===== src/shared/via_pkg.sv =====
// constants shared by the vectored interrupt arbiter
`default_nettype none
package via_pkg;
	// ****************************************
	// sizes and addresses
	// ****************************************
	localparam int          NUM_SRC      = 11;     // maskable sources
	localparam int          NUM_POS      = 16;     // vector table slots
	localparam int          PC_W         = 15;     // program address width
	localparam int          TRAP_POS     = 15;     // trap slot, top rank
	localparam int          DEFAULT_POS  = 0;      // default vector slot
	localparam logic [14:0] ENTRY_ADDR   = 15'h00ff;
	localparam logic [7:0]  VEC_BASE     = 8'he0;

	// ****************************************
	// reset values
	// ****************************************
	localparam logic [10:0] PEND_RST     = 11'h000;
	localparam logic [10:0] EN_RST       = 11'h000;
	localparam logic        GIE_RST      = 1'b0;
	localparam logic        TRAP_RST     = 1'b0;

	// ****************************************
	// timing
	// ****************************************
	localparam int CLK_PERIOD_NS  = 4;
	localparam int INSTR_CYCLE_NS = 1000;      // one instruction cycle
	localparam int ACK_INSTR      = 7;         // acknowledge length
	localparam int ACK_CYC        =
		(ACK_INSTR * INSTR_CYCLE_NS + CLK_PERIOD_NS - 1) / CLK_PERIOD_NS;
	localparam int CNT_W          = 12;

	// ****************************************
	// slot of each maskable source, lowest rank first
	// ****************************************
	localparam logic [3:0] SRC_POS [NUM_SRC] = '{
		4'h1, 4'h5, 4'h6, 4'h7, 4'h8, 4'h9, 4'ha, 4'hb, 4'hc, 4'hd, 4'he
	};
endpackage : via_pkg
`default_nettype wire


===== src/verilog/via_vec_enc.sv =====
// picks the highest active vector slot and forms its low byte
`default_nettype none
`timescale 1ns/1ps
module via_vec_enc #(
	parameter int NUM_POS = 16
) (
	input  wire logic [NUM_POS-1:0] active_in,
	output logic      [7:0]         code_out,
	output logic                    any_out
);
	logic [3:0] top_idx;

	// scan upward so the highest slot wins; none active leaves slot 0
	always_comb begin
		top_idx = 4'h0;
		for (int i = 0; i < NUM_POS; i++) begin
			if (active_in[i]) begin
				top_idx = 4'(i);
			end
		end
	end

	// slot n sits at base plus 2n, always an even byte
	assign code_out = via_pkg::VEC_BASE + {3'h0, top_idx, 1'b0};
	assign any_out  = |active_in;
endmodule // via_vec_enc
`default_nettype wire


===== src/verilog/via_arbiter.sv =====
// vectored interrupt arbiter: flags, acceptance and acknowledge sequence
`default_nettype none
`timescale 1ns/1ps
// What this block does
// - every accepted interrupt jumps to 00ff
// - trap ranks highest, default vector lowest
// - eleven maskable inputs with fixed rank, slot
// - each maskable source has enable and pending
// - event sets pending regardless of enable
// - maskable take needs enable, global enable, no trap
// - accept only at instruction start
// - highest ranked qualifying request served first
// - reset clears pending, enables, global enable
// - enabling set pending triggers at once
// - finish a pending skip before acknowledging
// - acknowledge start clears global enable
// - acknowledge pushes next instruction address
// - acknowledge ends loading counter with 00ff
// - acknowledge lasts seven instruction cycles
// - software may set global enable to nest
// - return sets global enable, restores address
// - pending request served right after return
// - flags and enables are software accessible
// - vector select gives even byte e0..fe
// - nothing active selects the e0 slot
module via_arbiter #(
	parameter int NUM_SRC = via_pkg::NUM_SRC,
	parameter int ACK_CYC = via_pkg::ACK_CYC
) (
	input  wire logic                      clk_in,
	input  wire logic                      reset_n_in,
	// peripheral events, one-cycle pulses on this clock
	input  wire logic [NUM_SRC-1:0]        src_event_in,
	input  wire logic                      sw_trap_in,
	// software access to flags and enables
	input  wire logic                      pend_wr_in,
	input  wire logic [NUM_SRC-1:0]        pend_wdata_in,
	input  wire logic                      en_wr_in,
	input  wire logic [NUM_SRC-1:0]        en_wdata_in,
	input  wire logic                      gie_wr_in,
	input  wire logic                      gie_wdata_in,
	output logic      [NUM_SRC-1:0]        pend_out,
	output logic      [NUM_SRC-1:0]        en_out,
	output logic                           global_irq_enable_out,
	// instruction sequencer
	input  wire logic                      instr_start_in,
	input  wire logic                      skip_next_in,
	input  wire logic [via_pkg::PC_W-1:0]  program_counter_in,
	input  wire logic                      vis_in,
	input  wire logic                      return_from_irq_instruction_in,
	input  wire logic [via_pkg::PC_W-1:0]  pop_data_in,
	output logic                           irq_take_out,
	output logic                           ack_busy_out,
	output logic                           push_out,
	output logic      [via_pkg::PC_W-1:0]  push_data_out,
	output logic                           pop_out,
	output logic                           pc_load_out,
	output logic      [via_pkg::PC_W-1:0]  pc_load_data_out,
	output logic                           vis_default_out,
	output logic                           trap_busy_out,
	output logic                           irq_active_out
);
	// ****************************************
	// state and signals
	// ****************************************
	typedef enum logic [1:0] {
		VIA_IDLE,
		VIA_ACK,
		VIA_LOAD
	} via_state_e;

	localparam logic [via_pkg::CNT_W-1:0] ACK_LAST =
		via_pkg::CNT_W'(ACK_CYC - 2);

	via_state_e                    state_reg;
	via_state_e                    state_next;
	logic [via_pkg::CNT_W-1:0]     cnt_reg;
	logic [via_pkg::CNT_W-1:0]     cnt_next;
	logic [NUM_SRC-1:0]            pend_reg;
	logic [NUM_SRC-1:0]            pend_next;
	logic [NUM_SRC-1:0]            en_reg;
	logic [NUM_SRC-1:0]            en_next;
	logic                          gie_reg;
	logic                          gie_next;
	logic                          trap_pend_reg;
	logic                          trap_pend_next;
	logic                          trap_busy_reg;
	logic                          trap_busy_next;
	logic                          push_reg;
	logic                          push_next;
	logic [via_pkg::PC_W-1:0]      push_data_reg;
	logic [via_pkg::PC_W-1:0]      push_data_next;
	logic                          pop_reg;
	logic                          pop_next;
	logic                          load_reg;
	logic                          load_next;
	logic [via_pkg::PC_W-1:0]      load_data_reg;
	logic [via_pkg::PC_W-1:0]      load_data_next;
	logic                          vis_def_reg;
	logic                          vis_def_next;

	logic [NUM_SRC-1:0]            src_active;
	logic [via_pkg::NUM_POS-1:0]   slot_active;
	logic [7:0]                    vec_code;
	logic                          any_slot;
	logic                          mask_ok;
	logic                          trap_ok;
	logic                          take;

	// ****************************************
	// arbitration
	// ****************************************
	// per source enable and pending
	assign src_active = en_reg & pend_reg;

	// spread sources over their fixed slots, trap on top
	always_comb begin
		slot_active = '0;
		for (int i = 0; i < NUM_SRC; i++) begin
			slot_active[via_pkg::SRC_POS[i]] = src_active[i];
		end
		slot_active[via_pkg::TRAP_POS] = trap_pend_reg;
	end

	// even low byte for top slot
	via_vec_enc #(
		.NUM_POS (via_pkg::NUM_POS)
	) u_vec_enc (
		.active_in (slot_active),
		.code_out  (vec_code),
		.any_out   (any_slot)
	);

	// maskable needs gie and no trap service
	assign mask_ok = (|src_active) && gie_reg && !trap_busy_reg;
	// trap ignores the global enable but not its own service
	assign trap_ok = trap_pend_reg && !trap_busy_reg;
	// decide only at an instruction start
	// a pending skip defers the acknowledge
	assign take = instr_start_in && !skip_next_in &&
		(state_reg == VIA_IDLE) && (mask_ok || trap_ok);

	// ****************************************
	// flags and enables
	// ****************************************
	// software writes first, hardware events on top
	always_comb begin
		pend_next      = pend_reg;
		en_next        = en_reg;
		gie_next       = gie_reg;
		trap_pend_next = trap_pend_reg;
		trap_busy_next = trap_busy_reg;
		if (pend_wr_in) begin
			pend_next = pend_wdata_in;
		end
		if (en_wr_in) begin
			en_next = en_wdata_in;
		end
		if (gie_wr_in) begin
			gie_next = gie_wdata_in;
		end
		if (return_from_irq_instruction_in) begin
			gie_next = 1'b1;
			// trap flag stays until its routine returns
			if (trap_busy_reg) begin
				trap_busy_next = 1'b0;
				trap_pend_next = 1'b0;
			end
		end
		if (take) begin
			gie_next = 1'b0;
			if (trap_ok) begin
				trap_busy_next = 1'b1;
			end
		end
		// events set pending, set beats clear
		pend_next = pend_next | src_event_in;
		if (sw_trap_in) begin
			trap_pend_next = 1'b1;
		end
	end

	// flag registers
	always_ff @(posedge clk_in) begin
		if (!reset_n_in) begin
			pend_reg      <= via_pkg::PEND_RST;
			en_reg        <= via_pkg::EN_RST;
			gie_reg       <= via_pkg::GIE_RST;
			trap_pend_reg <= via_pkg::TRAP_RST;
			trap_busy_reg <= 1'b0;
		end else begin
			pend_reg      <= pend_next;
			en_reg        <= en_next;
			gie_reg       <= gie_next;
			trap_pend_reg <= trap_pend_next;
			trap_busy_reg <= trap_busy_next;
		end
	end

	// ****************************************
	// acknowledge sequence and program counter loads
	// ****************************************
	// the sequence blocks new takes, so nothing can preempt it
	always_comb begin
		state_next     = state_reg;
		cnt_next       = cnt_reg;
		push_next      = 1'b0;
		push_data_next = push_data_reg;
		pop_next       = 1'b0;
		load_next      = 1'b0;
		load_data_next = load_data_reg;
		vis_def_next   = vis_def_reg;
		case (state_reg)
			VIA_IDLE: begin
				if (take) begin
					push_next      = 1'b1;
					push_data_next = program_counter_in;
					cnt_next       = '0;
					state_next     = VIA_ACK;
				end else if (return_from_irq_instruction_in) begin
					pop_next       = 1'b1;
					load_next      = 1'b1;
					load_data_next = pop_data_in;
				end else if (vis_in) begin
					load_next      = 1'b1;
					load_data_next = {program_counter_in[14:8], vec_code};
					vis_def_next   = !any_slot;
				end
			end
			VIA_ACK: begin
				if (cnt_reg == ACK_LAST) begin
					state_next = VIA_LOAD;
				end else begin
					cnt_next = cnt_reg + 1'b1;
				end
			end
			VIA_LOAD: begin
				load_next      = 1'b1;
				load_data_next = via_pkg::ENTRY_ADDR;
				state_next     = VIA_IDLE;
			end
			default: begin
				state_next = VIA_IDLE;
			end
		endcase
	end

	// sequence registers
	always_ff @(posedge clk_in) begin
		if (!reset_n_in) begin
			state_reg     <= VIA_IDLE;
			cnt_reg       <= '0;
			push_reg      <= 1'b0;
			push_data_reg <= '0;
			pop_reg       <= 1'b0;
			load_reg      <= 1'b0;
			load_data_reg <= '0;
			vis_def_reg   <= 1'b0;
		end else begin
			state_reg     <= state_next;
			cnt_reg       <= cnt_next;
			push_reg      <= push_next;
			push_data_reg <= push_data_next;
			pop_reg       <= pop_next;
			load_reg      <= load_next;
			load_data_reg <= load_data_next;
			vis_def_reg   <= vis_def_next;
		end
	end

	// ****************************************
	// outputs
	// ****************************************
	// after return the next start takes any pending one
	assign irq_take_out          = take;
	assign ack_busy_out          = (state_reg != VIA_IDLE);
	assign pend_out              = pend_reg;
	assign en_out                = en_reg;
	assign global_irq_enable_out = gie_reg;
	assign push_out              = push_reg;
	assign push_data_out         = push_data_reg;
	assign pop_out               = pop_reg;
	assign pc_load_out           = load_reg;
	assign pc_load_data_out      = load_data_reg;
	assign vis_default_out       = vis_def_reg;
	assign trap_busy_out         = trap_busy_reg;
	// live view; the sequencer may use it to wake from waits
	assign irq_active_out        = mask_ok || trap_ok;
endmodule // via_arbiter
`default_nettype wire


===== config.mk =====
export PLATFORM = sky130hd
export DESIGN_NAME = via_arbiter
export DESIGN_NICKNAME = d
export VERILOG_FILES = /design/src/shared/via_pkg.sv /design/src/verilog/via_vec_enc.sv /design/src/verilog/via_arbiter.sv
export SDC_FILE = /design/constraint.sdc
export NUM_CORES = 1
export LEC_CHECK = 0
export BUFFER_PORTS_ARGS = -buffer_cell sky130_fd_sc_hd__buf_2
export CAP_MARGIN = 15
export CELL_PAD_IN_SITES_DETAIL_PLACEMENT = 1
export CELL_PAD_IN_SITES_GLOBAL_PLACEMENT = 1
export CORE_MARGIN = 3
export CORE_UTILIZATION = 39
export CTS_CLUSTER_SIZE = 25
export DETAILED_ROUTE_END_ITERATION = 16
export PLACE_DENSITY = 0.94
export SLEW_MARGIN = 10
export SYNTH_ARGS = -nofsm -noshare
export SYNTH_HDL_FRONTEND = slang
export SYNTH_HIERARCHICAL = 1
export SYNTH_SLANG_ARGS = --single-unit

===== constraint.sdc =====
create_clock -name clk_in -period 3.1 [get_ports clk_in]
set_input_delay 0.31 -clock clk_in [delete_from_list [all_inputs] [get_ports clk_in]]
set_output_delay 0.31 -clock clk_in [all_outputs]
set_load 0.005 [all_outputs]

==> impl_metrics.env <==
export IMPL_port_buffers=134
export IMPL_clk_path_buf_depth=2
export IMPL_clk_pin_slew_worst_paths_ps=80
export IMPL_tns_ps=0
export IMPL_synth_distinct_cells=63
export IMPL_die_width_um=102
export IMPL_dp_hpwl_um=8660
export IMPL_grt_antenna_before_repair=0
export IMPL_yosysTopAreaCell="dfxtp_1"
export IMPL_outcome="finished clean"
export IMPL_final_cell_mix="134 x buf_2, 73 x dfxtp_1, 55 x nand2_1, 38 x nor2_1, 33 x mux2i_1"
export IMPL_fin_crit_sh_pct=72.3
export IMPL_synth_edf_count=0
export IMPL_combinationalPowerShare_pct=17.7
export IMPL_yosysSeqAreaShare_pct=40.4
export IMPL_clock_latency_ps=350
export IMPL_clock_skew_final_ps=15.6
export IMPL_synth_top_cells_by_area="dfxtp_1 40%, mux2i_1 9.1%, nand2_1 5.7%"
export IMPL_die_y_um=102
export IMPL_slew_violations=0
export IMPL_antenna_cells=0
export IMPL_synthFlopType="dfxtp_1"
export IMPL_tritoncts="yes"
export IMPL_syn_avg_cell_area_um2=8.85
export IMPL_final_common_cell="buf_2"
export IMPL_fp_row_count=34
export IMPL_place_congestion=0.784
export IMPL_critPathRequiredTime_ps=2790
export IMPL_hold_viol_final=0
export IMPL_cts_setup_buffers=0
export IMPL_n_fill_cell=1126
export IMPL_grt_pass1_vias=3626
export IMPL_io_pins=135
export IMPL_pwr_share_seq_pct=49.3
export IMPL_arrival_ps=1930
export IMPL_clkPwrFrac_pct=33.0
export IMPL_powerDensity_mw_per_mm2=468
export IMPL_cts_sinks=73
export IMPL_start_kind="flop"
export IMPL_route_detailed_drc=0
export IMPL_cts_made_buffers=9
export IMPL_wirelength_um=11400
export IMPL_relSlewSlack_pct=45.0
export IMPL_drive_gt1_share_pct=32.8
export IMPL_grt_remaining_overflow=0
export IMPL_r2r_slack_ps=940
export IMPL_rsz0062_at_grt="false"
export IMPL_yosysTopAreaCellShare_pct=40.4
export IMPL_yosysWarnings=6
export IMPL_cp_end_kind="primary output"
export IMPL_num_vias=3452
export IMPL_worst_pin_slew_ps=822
export IMPL_synthCells=409
export IMPL_avgViaCountPerCell=5.29
export IMPL_floorplan_initialDensity_pct=40.9
export IMPL_p_leak_nw=2.06
export IMPL_cts_resized=0
export IMPL_area_growth_pct=25.1
export IMPL_wl_per_cell_um=17.4
export IMPL_cts_max_level=3
export IMPL_ys_ff_latch=73
export IMPL_drtIter0Drc=103
export IMPL_drt_pass1_iterations=4
export IMPL_fmax_ghz=0.446
export IMPL_critical_path_class="flop to primary output"
export IMPL_root_buffer="clkbuf_8"
export IMPL_whs_ps=178
export IMPL_ir_drop_uv=193
export IMPL_max_cap_violations=0
export IMPL_min_path_type="input port to flop"
export IMPL_synth_area_mm2=0.00362
export IMPL_p_sw_w=0.000615
export IMPL_grtUsageTotal_pct=22.0
export IMPL_period_needed_ps=2240
export IMPL_grt_max_degree=46
export IMPL_nNetsFinal=616
export IMPL_grt_first_pass_wirelength_um=18100
export IMPL_ant_nets=0
export IMPL_postCtsHoldBufs=0
export IMPL_die_area_mm2=0.0105
export IMPL_path_max_fanout=11
export IMPL_ys_async_sr_fraction_pct=0
export IMPL_switching_share_pct=29.0
export IMPL_setup_violations=0
export IMPL_internal_power_w=0.00151
export IMPL_fp_coreArea_mm2=0.00885
[synth_stat cells (all sizes together), types with 3 or more instances]
| cell type | number |
|---|---|
| dfxtp | 73 |
| nand2 | 55 |
| nor2 | 38 |
| mux2i | 33 |
| a211oi | 26 |
| nor2b | 21 |
| inv | 18 |
| buf | 15 |
| clkbuf | 11 |
| nand3 | 11 |
| and2 | 10 |
| a221oi | 8 |
| nor3 | 8 |
| mux2 | 7 |
| a21oi | 5 |
| nor4 | 5 |
| o31ai | 5 |
| nand2b | 4 |
| nand4 | 4 |
| conb | 3 |
| o21ai | 3 |
| or3 | 3 |
| or4b | 3 |
| xor2 | 3 |
[logic make-up (layout without fill, tap and decap cells)]
logic type | count (synthesis) | after routing | synth area share [%]
AO/OA/AOI/OAI | 67 | 67 | 15.7
XOR/XNOR | 5 | 5 | 1.21
adder cells (fa/ha/maj) | 2 | 2 | 0.691
buffers and inverters | 44 | 171 | 5.53
flip-flops | 73 | 73 | 40.4
multiplexers | 40 | 40 | 11.3
other | 3 | 12 | 0.311
AND/OR/NAND/NOR | 175 | 175 | 24.9
[critical path, cell delays in order (launching register included)]
cell     delay (ps)
dfxtp_1         410
nor4b_2         420
nand2_1         160
a31oi_4         400
buf_2           200
[routing by layer]
layer / global-route usage, % / up-vias / part of all wire [%]
met5: 0 / - / 0
met4: 6.96 / 0 / 1.2
met3: 3.28 / 13 / 2.8
met2: 40.3 / 62 / 54
met1: 26.4 / 1686 / 42
li1: - / 1691 / -
[final timing paths]
kind | startpoint | endpoint | cells after the start
max | state_reg[0] | irq_take_out | 4
min reg2reg | push_data_out[2] | push_data_out[2] | 2
min | src_event_in[2] | pend_out[2] | 3
max reg2reg | en_out[6] | vis_default_out | 5
[through the flow]
step	worst slack, ps	power (W)	instance area [um^2]	std cells	util [%]
2_1_floorplan	1420	0.00128	3650	418	-
3_3_place_gp	1000	0.00142	4350	637	49.2
3_5_place_dp	910	0.00144	4350	637	49.2
4_1_cts	860	0.00213	4530	653	51.2
5_1_grt	751	0.00222	4530	653	51.2
6_report	859	0.00212	4530	653	51.2
[power groups by stage]
stage / registers [W] / clock network [W] / logic, W
6_report: 0.00105 / 0.000700 / 0.000375
5_1_grt: 0.00105 / 0.000745 / 0.000416
4_1_cts: 0.00105 / 0.000709 / 0.000378
3_5_place_dp: 0.00107 / 0 / 0.000375
3_3_place_gp: 0.00106 / 0 / 0.000356
2_1_floorplan: 0.00106 / 0 / 0.000219
[layout make-up]
| cell class | count | area [um^2] | area share, % |
|---|---|---|---|
| well taps | 108 | 135 | 2.98 |
| clock buffers | 11 | 151 | 3.34 |
| flip-flops and latches | 73 | 1460 | 32.3 |
| clock inverters | 5 | 28.8 | 0.635 |
| repair buffers | 137 | 693 | 15.3 |
| inverters | 18 | 67.6 | 1.49 |
| multi-input cells | 301 | 1990 | 44.0 |
Power figures use the tool's default switching activity.
